**config.mk**
```make
export PLATFORM = sky130hd
export DESIGN_NAME = isd_engine
export DESIGN_NICKNAME = d
export VERILOG_FILES = /design/src/design/isd_pkg.sv /design/src/design/isd_fifo.sv /design/src/design/isd_engine.sv
export SDC_FILE = /design/constraint.sdc
export NUM_CORES = 1
export LEC_CHECK = 0
export ABC_AREA = 1
export BUFFER_PORTS_ARGS = -buffer_cell sky130_fd_sc_hd__buf_2
export CAP_MARGIN = 30
export CORE_AREA = 3 3 165 167
export DETAILED_ROUTE_END_ITERATION = 8
export DIE_AREA = 0 0 168 170
export PLACE_DENSITY = 0.73
export SYNTH_ARGS = -nofsm -noshare
export SYNTH_HDL_FRONTEND = slang
export SYNTH_SLANG_ARGS = --single-unit
```
**constraint.sdc**
```tcl
create_clock -name clk_i -period 3.66 [get_ports clk_i]
set_input_delay 1.098 -clock clk_i [delete_from_list [all_inputs] [get_ports clk_i]]
set_output_delay 1.098 -clock clk_i [all_outputs]
set_load 0.005 [all_outputs]
```
**src/design/isd_pkg.sv**
```systemverilog
// shared constants and types for the iso split descriptor block
package isd_pkg;
  // register byte offsets
  localparam logic [7:0] REG_DESC_W0 = 8'h00;
  localparam logic [7:0] REG_DATA = 8'h04;
  localparam logic [7:0] REG_STATUS = 8'h08;
  // descriptor word zero field positions
  localparam int EP_LSB_BIT = 31;
  localparam int SPLIT_LEN_MSB = 28;
  localparam int SPLIT_LEN_LSB = 18;
  localparam int BYTE_CNT_MSB = 17;
  localparam int BYTE_CNT_LSB = 3;
  localparam int ACTIVE_BIT = 0;
  // writable bits of word zero: 31, 28..18, 17..3, 0
  localparam logic [31:0] DESC_WMASK = 32'h9fff_fff9;
  localparam logic [31:0] DESC_RESET = 32'h0000_0000;
  // status register fields
  localparam int ST_BUSY_BIT = 0;
  localparam int ST_LEVEL_LSB = 8;
  localparam int ST_REMAIN_LSB = 16;
  localparam int FIFO_WIDTH = 8;
  localparam int FIFO_DEPTH = 16;

  typedef enum logic [0:0]
  {
    ISD_IDLE = 1'b0,
    ISD_RUN = 1'b1
  } isd_state_t;

  typedef enum logic [1:0]
  {
    ISD_SEL_DESC = 2'b00,
    ISD_SEL_DATA = 2'b01,
    ISD_SEL_STATUS = 2'b10,
    ISD_SEL_NONE = 2'b11
  } isd_sel_t;
endpackage : isd_pkg

```
**src/design/isd_fifo.sv**
```systemverilog
// synchronous valid/ready fifo holding payload bytes
`timescale 1ns/100ps
module isd_fifo
#(
  parameter int WIDTH = isd_pkg::FIFO_WIDTH,
  parameter int DEPTH = isd_pkg::FIFO_DEPTH
)
(
  input wire logic clk_i,
  input wire logic rst_i,
  input wire logic s_valid_i,
  output logic s_ready_o,
  input wire logic [WIDTH-1:0] s_data_i,
  output logic m_valid_o,
  input wire logic m_ready_i,
  output logic [WIDTH-1:0] m_data_o,
  output logic [$clog2(DEPTH+1)-1:0] level_o
);
  localparam int AW = $clog2(DEPTH);
  localparam int LW = $clog2(DEPTH+1);

  if (DEPTH < 2 || (1 << AW) != DEPTH || WIDTH < 1)
  begin : g_bad_param
    $error("isd_fifo: depth must be a power of two of at least 2");
  end

  typedef struct packed
  {
    logic [DEPTH-1:0][WIDTH-1:0] mem;
    logic [AW-1:0] wr;
    logic [AW-1:0] rd;
    logic [LW-1:0] cnt;
  } isd_fifo_state_t;

  isd_fifo_state_t q;
  isd_fifo_state_t next_q;
  logic push;
  logic pop;

  assign s_ready_o = (q.cnt != LW'(DEPTH));
  assign m_valid_o = (q.cnt != '0);
  assign m_data_o = q.mem[q.rd];
  assign level_o = q.cnt;

  always_comb
  begin
    next_q = q;
    push = s_valid_i && s_ready_o;
    pop = m_valid_o && m_ready_i;
    if (push)
    begin
      next_q.mem[q.wr] = s_data_i;
      next_q.wr = q.wr + 1'b1;
    end
    if (pop)
    begin
      next_q.rd = q.rd + 1'b1;
    end
    if (push && !pop)
    begin
      next_q.cnt = q.cnt + 1'b1;
    end
    else if (pop && !push)
    begin
      next_q.cnt = q.cnt - 1'b1;
    end
  end

  always_ff @(posedge clk_i)
  begin
    if (rst_i)
    begin
      q <= '0;
    end
    else
    begin
      q <= next_q;
    end
  end
endmodule : isd_fifo

```
**src/design/isd_engine.sv**
```systemverilog
// iso split descriptor word zero: register, executor and payload path
//
// Decided for this implementation: the Wishbone slave port and the placing of the registers.
`timescale 1ns/100ps
module isd_engine
#(
  parameter int DEPTH = isd_pkg::FIFO_DEPTH
)
(
  input wire logic clk_i,
  input wire logic rst_i,
  input wire logic wb_cyc_i,
  input wire logic wb_stb_i,
  input wire logic wb_we_i,
  input wire logic [7:0] wb_adr_i,
  input wire logic [3:0] wb_sel_i,
  input wire logic [31:0] wb_dat_i,
  output logic [31:0] wb_dat_o,
  output logic wb_ack_o,
  input wire logic [2:0] endpoint_hi_i,
  input wire logic fatal_err_i,
  output logic [3:0] endpoint_number_o,
  output logic [14:0] max_packet_size_o,
  output logic [7:0] link_data_o,
  output logic link_valid_o,
  output logic link_split_end_o,
  input wire logic link_ready_i
);
  localparam int LW = $clog2(DEPTH+1);

  if (DEPTH < 2 || DEPTH > 128)
  begin : g_bad_param
    $error("isd_engine: fifo depth out of range");
  end

  // ****************************************
  // state
  // ****************************************
  typedef struct packed
  {
    logic ack;
    logic [31:0] rdata;
    logic [31:0] desc;
    isd_pkg::isd_state_t st;
    logic [14:0] remain;
    logic [10:0] chunk;
    logic [3:0] ep;
    logic [14:0] mps;
    logic [7:0] odata;
    logic ovalid;
    logic oend;
  } isd_engine_state_t;

  isd_engine_state_t q;
  isd_engine_state_t next_q;

  function automatic isd_pkg::isd_sel_t reg_decode(input logic [7:0] adr);
    unique case (adr)
      isd_pkg::REG_DESC_W0: reg_decode = isd_pkg::ISD_SEL_DESC;
      isd_pkg::REG_DATA: reg_decode = isd_pkg::ISD_SEL_DATA;
      isd_pkg::REG_STATUS: reg_decode = isd_pkg::ISD_SEL_STATUS;
      default: reg_decode = isd_pkg::ISD_SEL_NONE;
    endcase
  endfunction : reg_decode

  logic fifo_s_valid;
  logic fifo_s_ready;
  logic fifo_m_valid;
  logic fifo_m_ready;
  logic [7:0] fifo_m_data;
  logic [LW-1:0] fifo_level;

  // ****************************************
  // payload fifo
  // ****************************************
  isd_fifo #(.WIDTH(8), .DEPTH(DEPTH)) u_fifo
  (
    .clk_i(clk_i),
    .rst_i(rst_i),
    .s_valid_i(fifo_s_valid),
    .s_ready_o(fifo_s_ready),
    .s_data_i(wb_dat_i[7:0]),
    .m_valid_o(fifo_m_valid),
    .m_ready_i(fifo_m_ready),
    .m_data_o(fifo_m_data),
    .level_o(fifo_level)
  );

  logic req;
  logic data_wr;
  logic [10:0] split_len;
  logic [14:0] byte_cnt;
  logic out_free;
  logic [31:0] wmask;

  assign req = wb_cyc_i && wb_stb_i && !q.ack;
  assign data_wr = req && wb_we_i && wb_sel_i[0]
    && (reg_decode(wb_adr_i) == isd_pkg::ISD_SEL_DATA);
  // data writes wait while the fifo is full
  assign fifo_s_valid = data_wr;
  assign split_len = q.desc[isd_pkg::SPLIT_LEN_MSB:isd_pkg::SPLIT_LEN_LSB];
  assign byte_cnt = q.desc[isd_pkg::BYTE_CNT_MSB:isd_pkg::BYTE_CNT_LSB];
  assign out_free = !q.ovalid || link_ready_i;
  assign fifo_m_ready = (q.st == isd_pkg::ISD_RUN) && out_free && (q.remain != '0);
  assign wmask = isd_pkg::DESC_WMASK
    & {{8{wb_sel_i[3]}}, {8{wb_sel_i[2]}}, {8{wb_sel_i[1]}}, {8{wb_sel_i[0]}}};

  // ****************************************
  // next state
  // ****************************************
  always_comb
  begin
    next_q = q;
    next_q.ack = 1'b0;
    next_q.ep = {endpoint_hi_i, q.desc[isd_pkg::EP_LSB_BIT]};
    if (q.ovalid && link_ready_i)
    begin
      next_q.ovalid = 1'b0;
      next_q.oend = 1'b0;
    end
    // ---- executor
    unique case (q.st)
      isd_pkg::ISD_IDLE:
      begin
        if (q.desc[isd_pkg::ACTIVE_BIT])
        begin
          if (byte_cnt == '0)
          begin
            next_q.desc[isd_pkg::ACTIVE_BIT] = 1'b0;
          end
          else
          begin
            next_q.st = isd_pkg::ISD_RUN;
            next_q.remain = byte_cnt;
            next_q.chunk = '0;
            next_q.mps = byte_cnt;
          end
        end
      end
      isd_pkg::ISD_RUN:
      begin
        if (fifo_m_ready && fifo_m_valid)
        begin
          next_q.odata = fifo_m_data;
          next_q.ovalid = 1'b1;
          next_q.remain = q.remain - 15'h0001;
          // a start split closes at the split length or at the last byte
          if (q.remain == 15'h0001 || (split_len != '0 && q.chunk + 11'h001 == split_len))
          begin
            next_q.oend = 1'b1;
            next_q.chunk = '0;
          end
          else
          begin
            next_q.oend = 1'b0;
            next_q.chunk = q.chunk + 11'h001;
          end
          if (q.remain == 15'h0001)
          begin
            next_q.st = isd_pkg::ISD_IDLE;
            next_q.desc[isd_pkg::ACTIVE_BIT] = 1'b0;
          end
        end
      end
    endcase
    if (fatal_err_i)
    begin
      next_q.st = isd_pkg::ISD_IDLE;
      next_q.remain = '0;
      next_q.desc[isd_pkg::ACTIVE_BIT] = 1'b0;
    end
    // ---- bus slave; a software write wins over the engine's clear
    if (req)
    begin
      unique case (reg_decode(wb_adr_i))
        isd_pkg::ISD_SEL_DESC:
        begin
          next_q.ack = 1'b1;
          next_q.rdata = q.desc;
          if (wb_we_i)
          begin
            next_q.desc = (q.desc & ~wmask) | (wb_dat_i & wmask);
          end
        end
        isd_pkg::ISD_SEL_DATA:
        begin
          next_q.ack = !data_wr || fifo_s_ready;
          next_q.rdata = '0;
        end
        isd_pkg::ISD_SEL_STATUS:
        begin
          next_q.ack = 1'b1;
          next_q.rdata = '0;
          next_q.rdata[isd_pkg::ST_BUSY_BIT] = (q.st == isd_pkg::ISD_RUN);
          next_q.rdata[isd_pkg::ST_LEVEL_LSB +: 8] = 8'(fifo_level);
          next_q.rdata[isd_pkg::ST_REMAIN_LSB +: 15] = q.remain;
        end
        isd_pkg::ISD_SEL_NONE:
        begin
          next_q.ack = 1'b1;
          next_q.rdata = '0;
        end
      endcase
    end
  end

  always_ff @(posedge clk_i)
  begin
    if (rst_i)
    begin
      q <= '0;
      q.desc <= isd_pkg::DESC_RESET;
      q.st <= isd_pkg::ISD_IDLE;
    end
    else
    begin
      q <= next_q;
    end
  end

  // ****************************************
  // outputs
  // ****************************************
  assign wb_ack_o = q.ack;
  assign wb_dat_o = q.rdata;
  assign endpoint_number_o = q.ep;
  assign max_packet_size_o = q.mps;
  assign link_data_o = q.odata;
  assign link_valid_o = q.ovalid;
  assign link_split_end_o = q.oend;
endmodule : isd_engine

```
== Word-level counts from Yosys, hierarchy flattened ==
Index checks and enable logic that the tools add are counted.
W data, S select, Z words.

* Bits of input ports: 54
* Bits in read-only memories: 0
* Memories: 0
* Latch bits: 0
* Register bits: 262
* Bits in writable memories: 0
* Logic and storage cells: 119

* Reductions and logical operators: 35
* Multiplexer cells: 25
* $lt $le $gt $ge: 3
* Equal/unequal tests: 12
* Shifts and indexed selects: 0
* Add/sub/neg operators: 6
* Divide/modulo/power cells: 0
* Multiply operators: 0
* Bitwise gates (word level): 7

{| class="wikitable"
|+ Operators by type and width
! cell !! number
|-
| $pmux W33 S4 || 1
|-
| $bwmux W128 || 1
|-
| $and A32 B32 Y32 || 2
|-
| $mux W28 || 2
|-
| $pmux W28 S2 || 1
|-
| $bmux W8 S4 || 1
|-
| $demux W8 S4 || 1
|-
| $not A32 Y32 || 1
|-
| $or A32 B32 Y32 || 1
|-
| $mux W27 || 1
|-
| $mux W17 || 1
|-
| $mux W8 || 2
|-
| $eq A15 B1 Y1 const B || 1
|-
| $logic_not A15 Y1 || 1
|-
| $reduce_bool A15 Y1 || 1
|-
| $sub A15 B1 Y15 const B || 1
|-
| $logic_and A1 B1 Y1 || 14
|-
| $add A11 B1 Y11 const B || 1
|-
| $eq A11 B11 Y1 || 1
|-
| $mux W11 || 1
|-
| $reduce_bool A11 Y1 || 1
|-
| $lt A4 B5 Y1 const B || 2
|-
| $mux W2 || 5
|-
| $mux W5 || 2
|-
| other kinds (23) || 42
|}

== Logic depth before layout (Yosys ltp) ==
* Word-level depth: 11
* Depth in mapped cells: 21
* Depth with buffers taken out: 19

== Modules after synthesis ==
From an unflattened synthesis, not the netlist that was laid out.

* Cells, all modules: 2079
* Area, all modules: 13563.0 um^2

{| class="wikitable"
|+ Modules (own cells, without submodules)
! module !! area an instance (um^2) !! times used !! seq. area each (um^2) !! cells each
|-
| isd_fifo || 7709.9 || 1 || 2822.7 || 1249
|-
| isd_engine || 5853.1 || 1 || 2302.2 || 830
|}

== Least setup slack after synthesis ==
No wires, ideal clock.

* Kind: input to register
* Start point: input link_ready_i
* End point: register u_fifo.q, in the netlist u_fifo.level_o[4]
* Data required time: 3541 ps
* Setup time: 119 ps
* Arrival time: 3156 ps
* Cell stages on the path: 18
* Slack: 384 ps
* Cell sequence: inv_1 a21oi_1 nand2_1 a21oi_2 inv_2 buf_2 buf_2 ha_1 inv_1 ha_1 nand2_1 nor2_1 a211oi_1 nand2_1 nand2_1 nor2_1 o21ai_0 a21oi_1

* Cells in the longest elaborated chain, start to end: 7
* Elaborated cells between the ends (all ways): 9
* Those cells by class: 1 x mux; 8 x reduce/logical

{| class="wikitable"
|+ RTL lines
! element !! RTL line !! text
|-
| start: declaration || isd_engine.sv:27 || <nowiki>input wire logic link_ready_i</nowiki>
|-
| $logic_or A1 B1 Y1 * || isd_engine.sv:103 || <nowiki>assign out_free = !q.ovalid || link_ready_i;</nowiki>
|-
| $logic_and A1 B1 Y1 * (2 in a row) || isd_engine.sv:104 || <nowiki>assign fifo_m_ready = (q.st == isd_pkg::ISD_RUN) && out_free && (q.remain != '0);</nowiki>
|-
| $logic_and A1 B1 Y1 * || isd_fifo.sv:49 || <nowiki>pop = m_valid_o && m_ready_i;</nowiki>
|-
| $logic_not A1 Y1 || isd_fifo.sv:59 || <nowiki>if (push && !pop)</nowiki>
|-
| $logic_and A1 B1 Y1 || isd_fifo.sv:59 ||
|-
| $mux W5 / $reduce_bool A2 Y1 (equally long branches) || - ||
|-
| end signal: assignment || isd_fifo.sv:77 || <nowiki>q <= next_q;</nowiki>
|-
| end: declaration || isd_fifo.sv:35 || <nowiki>isd_fifo_state_t q;</nowiki>
|}

Mark *: on every way between the ends. The rest lies on a longest branch, timed or not.
A chain may end at the register's enable or synchronous reset.

== Final worst setup path ==
* Start point: input wb_adr_i[5]
* End point: register u_fifo.q, in the netlist u_fifo.level_o[4]

* Cells in the longest elaborated chain, start to end: 8
* Elaborated cells between the ends (all ways): 12
* Those cells by class: 3 x eq/ne; 2 x mux; 7 x reduce/logical

{| class="wikitable"
|+ RTL lines
! element !! RTL line !! text
|-
| start: declaration || isd_engine.sv:15 || <nowiki>input wire logic [7:0] wb_adr_i,</nowiki>
|-
| $eq A8 B4 Y1 (tied with other cells) || isd_engine.sv:58 || <nowiki>unique case (adr)</nowiki>
|-
| $pmux W2 S3 * || isd_engine.sv:58 ||
|-
| $eq A2 B1 Y1 * || isd_engine.sv:98 || <nowiki>&& (reg_decode(wb_adr_i) == isd_pkg::ISD_SEL_DATA);</nowiki>
|-
| $logic_and A1 B1 Y1 * || isd_engine.sv:98 ||
|-
| $logic_and A1 B1 Y1 * || isd_fifo.sv:48 || <nowiki>push = s_valid_i && s_ready_o;</nowiki>
|-
| named net u_fifo.push || isd_fifo.sv:37 || <nowiki>logic push;</nowiki>
|-
| $logic_not A1 Y1 || isd_fifo.sv:63 || <nowiki>else if (pop && !push)</nowiki>
|-
| $logic_and A1 B1 Y1 || isd_fifo.sv:63 ||
|-
| $reduce_bool A2 Y1 (no source line) || - ||
|}

The timed path passes the listed nets; every way through them passes the cells marked *.

==> results.cfg <==
[routing]
routed_via_density = 5.57
first_pass_iters = 7
drc = 0
drt-total-wl_um = 32200
drt_iter0_markers = 1070
vias = 10700
wl_per_cell_um = 16.8
ant_nets = 0

[clock_tree]
cts-root-buf = clkbuf_16
cts_tree = yes
numCtsBuffers = 27
cts_resized = 0
clk_latency_ns = 0.53
hold_buffers = 0
clkTransAtPathRegs_ns = 0.06
clockBufferDepth = 3
clock-sinks = 256
post-cts-setup-buffers = 0
cts_max_level = 1

[hold_path]
hp-class = flop to flop

[sta]
tightestPinTransition_ns = 0.942
drv_slew = 0
rsz0062_at_grt = false
timing.final.crit_share_pct = 81.1
relSlewSlack_pct = 36.9
finalHoldViolations = 0
skew_ns = 0.00753
setup_viol = 0
fmax_mhz = 337
period_minus_slack_ns = 2.97
finalSetupTns_ns = 0
holdWs_ns = 0.458

[power_and_ir_drop]
p_seq_share_pct = 50.1
combPwrFrac_pct = 2.7
power_frac_clock_pct = 47.3
power_density_nw_per_um2 = 438
peakVddDrop_uv = 441
p_int_uw = 4360
fin_total_pwr_uw = 5570
leakage_uw = 0.00517
netSwitchingFraction_pct = 21.7
switching_power_uw = 1210

[placement]
io_buffers = 111
routabilityCongestion = 0.937
dpl.hpwl_um = 21200

[setup_path]
cp.required_ns = 4.08
cp_max_fo = 5
cpPeakStageDelay_ns = 0.34
worstPathCellList = buf_2 > nor2_1 > nand2_2 > nor2_2 > nand4_2 > nor2_8 > ha_1 > inv_1 > ha_1 > nand2_1 > nor2_1 > a211oi_1 > nand2_1 > nand2_1 > nor2_1 > o21ai_0 > a21oi_1
crit_family = simple AND/OR/NAND/NOR gates
critPathSlowestCell = ha_1
worstPathArrival_ns = 3.39
cp-end-kind = flop
cp_num_buf_inv = 2
critPathLaunchType = primary input
path_class = primary input to flop

[global_routing]
grt_overflow = 0
grt_use_total_pct = 21.6
grt_pass1_wl_um = 51500
grt_start_max_net_pins = 100
grt_pass1_vias = 9677
antenna_found_initial = 0

[floorplan]
io_pins = 116
die_h_um = 170
fp.dieW_um = 168
start_util_pct = 44.7
fp-row-count = 59
die_area_um2 = 28600
core-area_um2 = 25900

[status]
status = completed

[yosys]
avgSynthCellArea_um2 = 7.46
ys_async_sr_fraction_pct = 0
netlist.top_cell.by_area = dfxtp_1
syn_area_um2 = 11600
yosys-top-cells-count = o21ai_0, dfxtp_1, a21oi_1
yosys_warnings = 0
synth_edf_count = 0
synth_seq_cells = 256
synth_ff_type = dfxtp_1
syn_inst = 1555
synth_cell_type_count = 45
netlist.area_leader.share_pct = 44.2
synth-seq-area-share_pct = 44.2
synth.most_common_cell = o21ai_0
synthTopCellsByArea = dfxtp_1, o21ai_0, a21oi_1, nand2_1, nor2_1

[run]
maxCapViolCount = 0

[layout]
area_delta_synth_final_pct = 9.69
fillerInstances = 2532
layout-drive-gt1-share_pct = 13.1
nets = 1627
diodes = 0
area by class of cell:
type	count	area, um2	area share [%]
timing repair buffer	129	703	5.53
clock inverter	5	31.3	0.246
tap	335	419	3.30
inverter	110	415	3.27
multi-input combinational	1036	5200	40.9
clock buffer	42	822	6.46
sequential	256	5130	40.3
cells by family after synthesis:
kind of cell	share of synthesized area [%]
flip-flops	44.2
XOR/XNOR	0.302
other	0.0323
AND/OR/NAND/NOR	16.8
AO/OA/AOI/OAI	26.2
buffers and inverters	11.0
adder cells (fa/ha/maj)	1.47
worst paths after layout:
path | cells after the start | to | slack, ns | from
worst min-delay path | 2 | max_packet_size_o[9]$_SDFFE_PP0P_ | 0.46 | max_packet_size_o[9]$_SDFFE_PP0P_
worst min register to register | 2 | max_packet_size_o[9]$_SDFFE_PP0P_ | 0.46 | max_packet_size_o[9]$_SDFFE_PP0P_
worst max register to register | 19 | u_fifo.level_o[4]$_SDFFE_PP0P_ | 0.80 | q[40]$_SDFFE_PP0P_
worst max-delay path | 17 | u_fifo.level_o[4]$_SDFFE_PP0P_ | 0.69 | wb_adr_i[5]
worst register-to-register path, stage by stage (launching register included):
cell and delay (ns):
dfxtp_1 0.32, inv_1 0.13, ha_1 0.22, nand3_1 0.10, inv_1 0.10, nand2_1 0.07, nor2_1 0.18, a21oi_2 0.11
inv_2 0.08, ha_1 0.24, inv_1 0.11, ha_1 0.34, nand2_1 0.08, nor2_1 0.04, a211oi_1 0.24, nand2_1 0.09
nand2_1 0.07, nor2_1 0.04, o21ai_0 0.14, a21oi_1 0.05
layer usage:
| metal | wire [um] | up-vias | GRT usage (%) |
|---|---|---|---|
| li1 | - | 5221 | - |
| met1 | 13900 | 4963 | 28.7 |
| met2 | 15100 | 400 | 36.2 |
| met3 | 2320 | 67 | 3.67 |
| met4 | 907 | 0 | 6.69 |
| met5 | 0 | - | 0 |
power by group through the flow:
stage	registers, uW	clock network, uW	logic (uW)
6_report	2790	2630	148
5_1_grt	2790	2790	160
4_1_cts	2790	2670	146
3_5_place_dp	2850	0	146
3_3_place_gp	2850	0	144
2_1_floorplan	2850	0	83.6
placed cells by master, fill, tap and decap left out, types with 3 or more instances in the layout:
cell / instances
a21oi_1: 221
a31oi_1: 7
a32o_1: 4
buf_2: 111
buf_4: 17
clkbuf_1: 6
clkbuf_16: 27
clkbuf_8: 9
clkinv_1: 6
clkinv_2: 3
dfxtp_1: 255
ha_1: 12
inv_1: 100
inv_2: 3
nand2_1: 177
nand2_2: 3
nand2_4: 3
nand3_1: 55
nand4_1: 13
nor2_1: 152
nor2_2: 6
nor2_4: 12
nor3_1: 7
o211ai_1: 5
o21ai_0: 265
o21ai_1: 32
o221ai_1: 8
o22ai_1: 30
through the flow:
step	util [%]	instances	instance area, um2	setup WS, ns
after CTS	49.1	1913	12700	0.709
after global routing	49.1	1913	12700	0.420
after global placement	45.8	1866	11900	0.238
after detailed placement	45.8	1866	11900	0.152
final	49.1	1913	12700	0.693
after floorplan	-	1556	11600	0.384
Note: power is estimated with default switching activity, not from simulation.
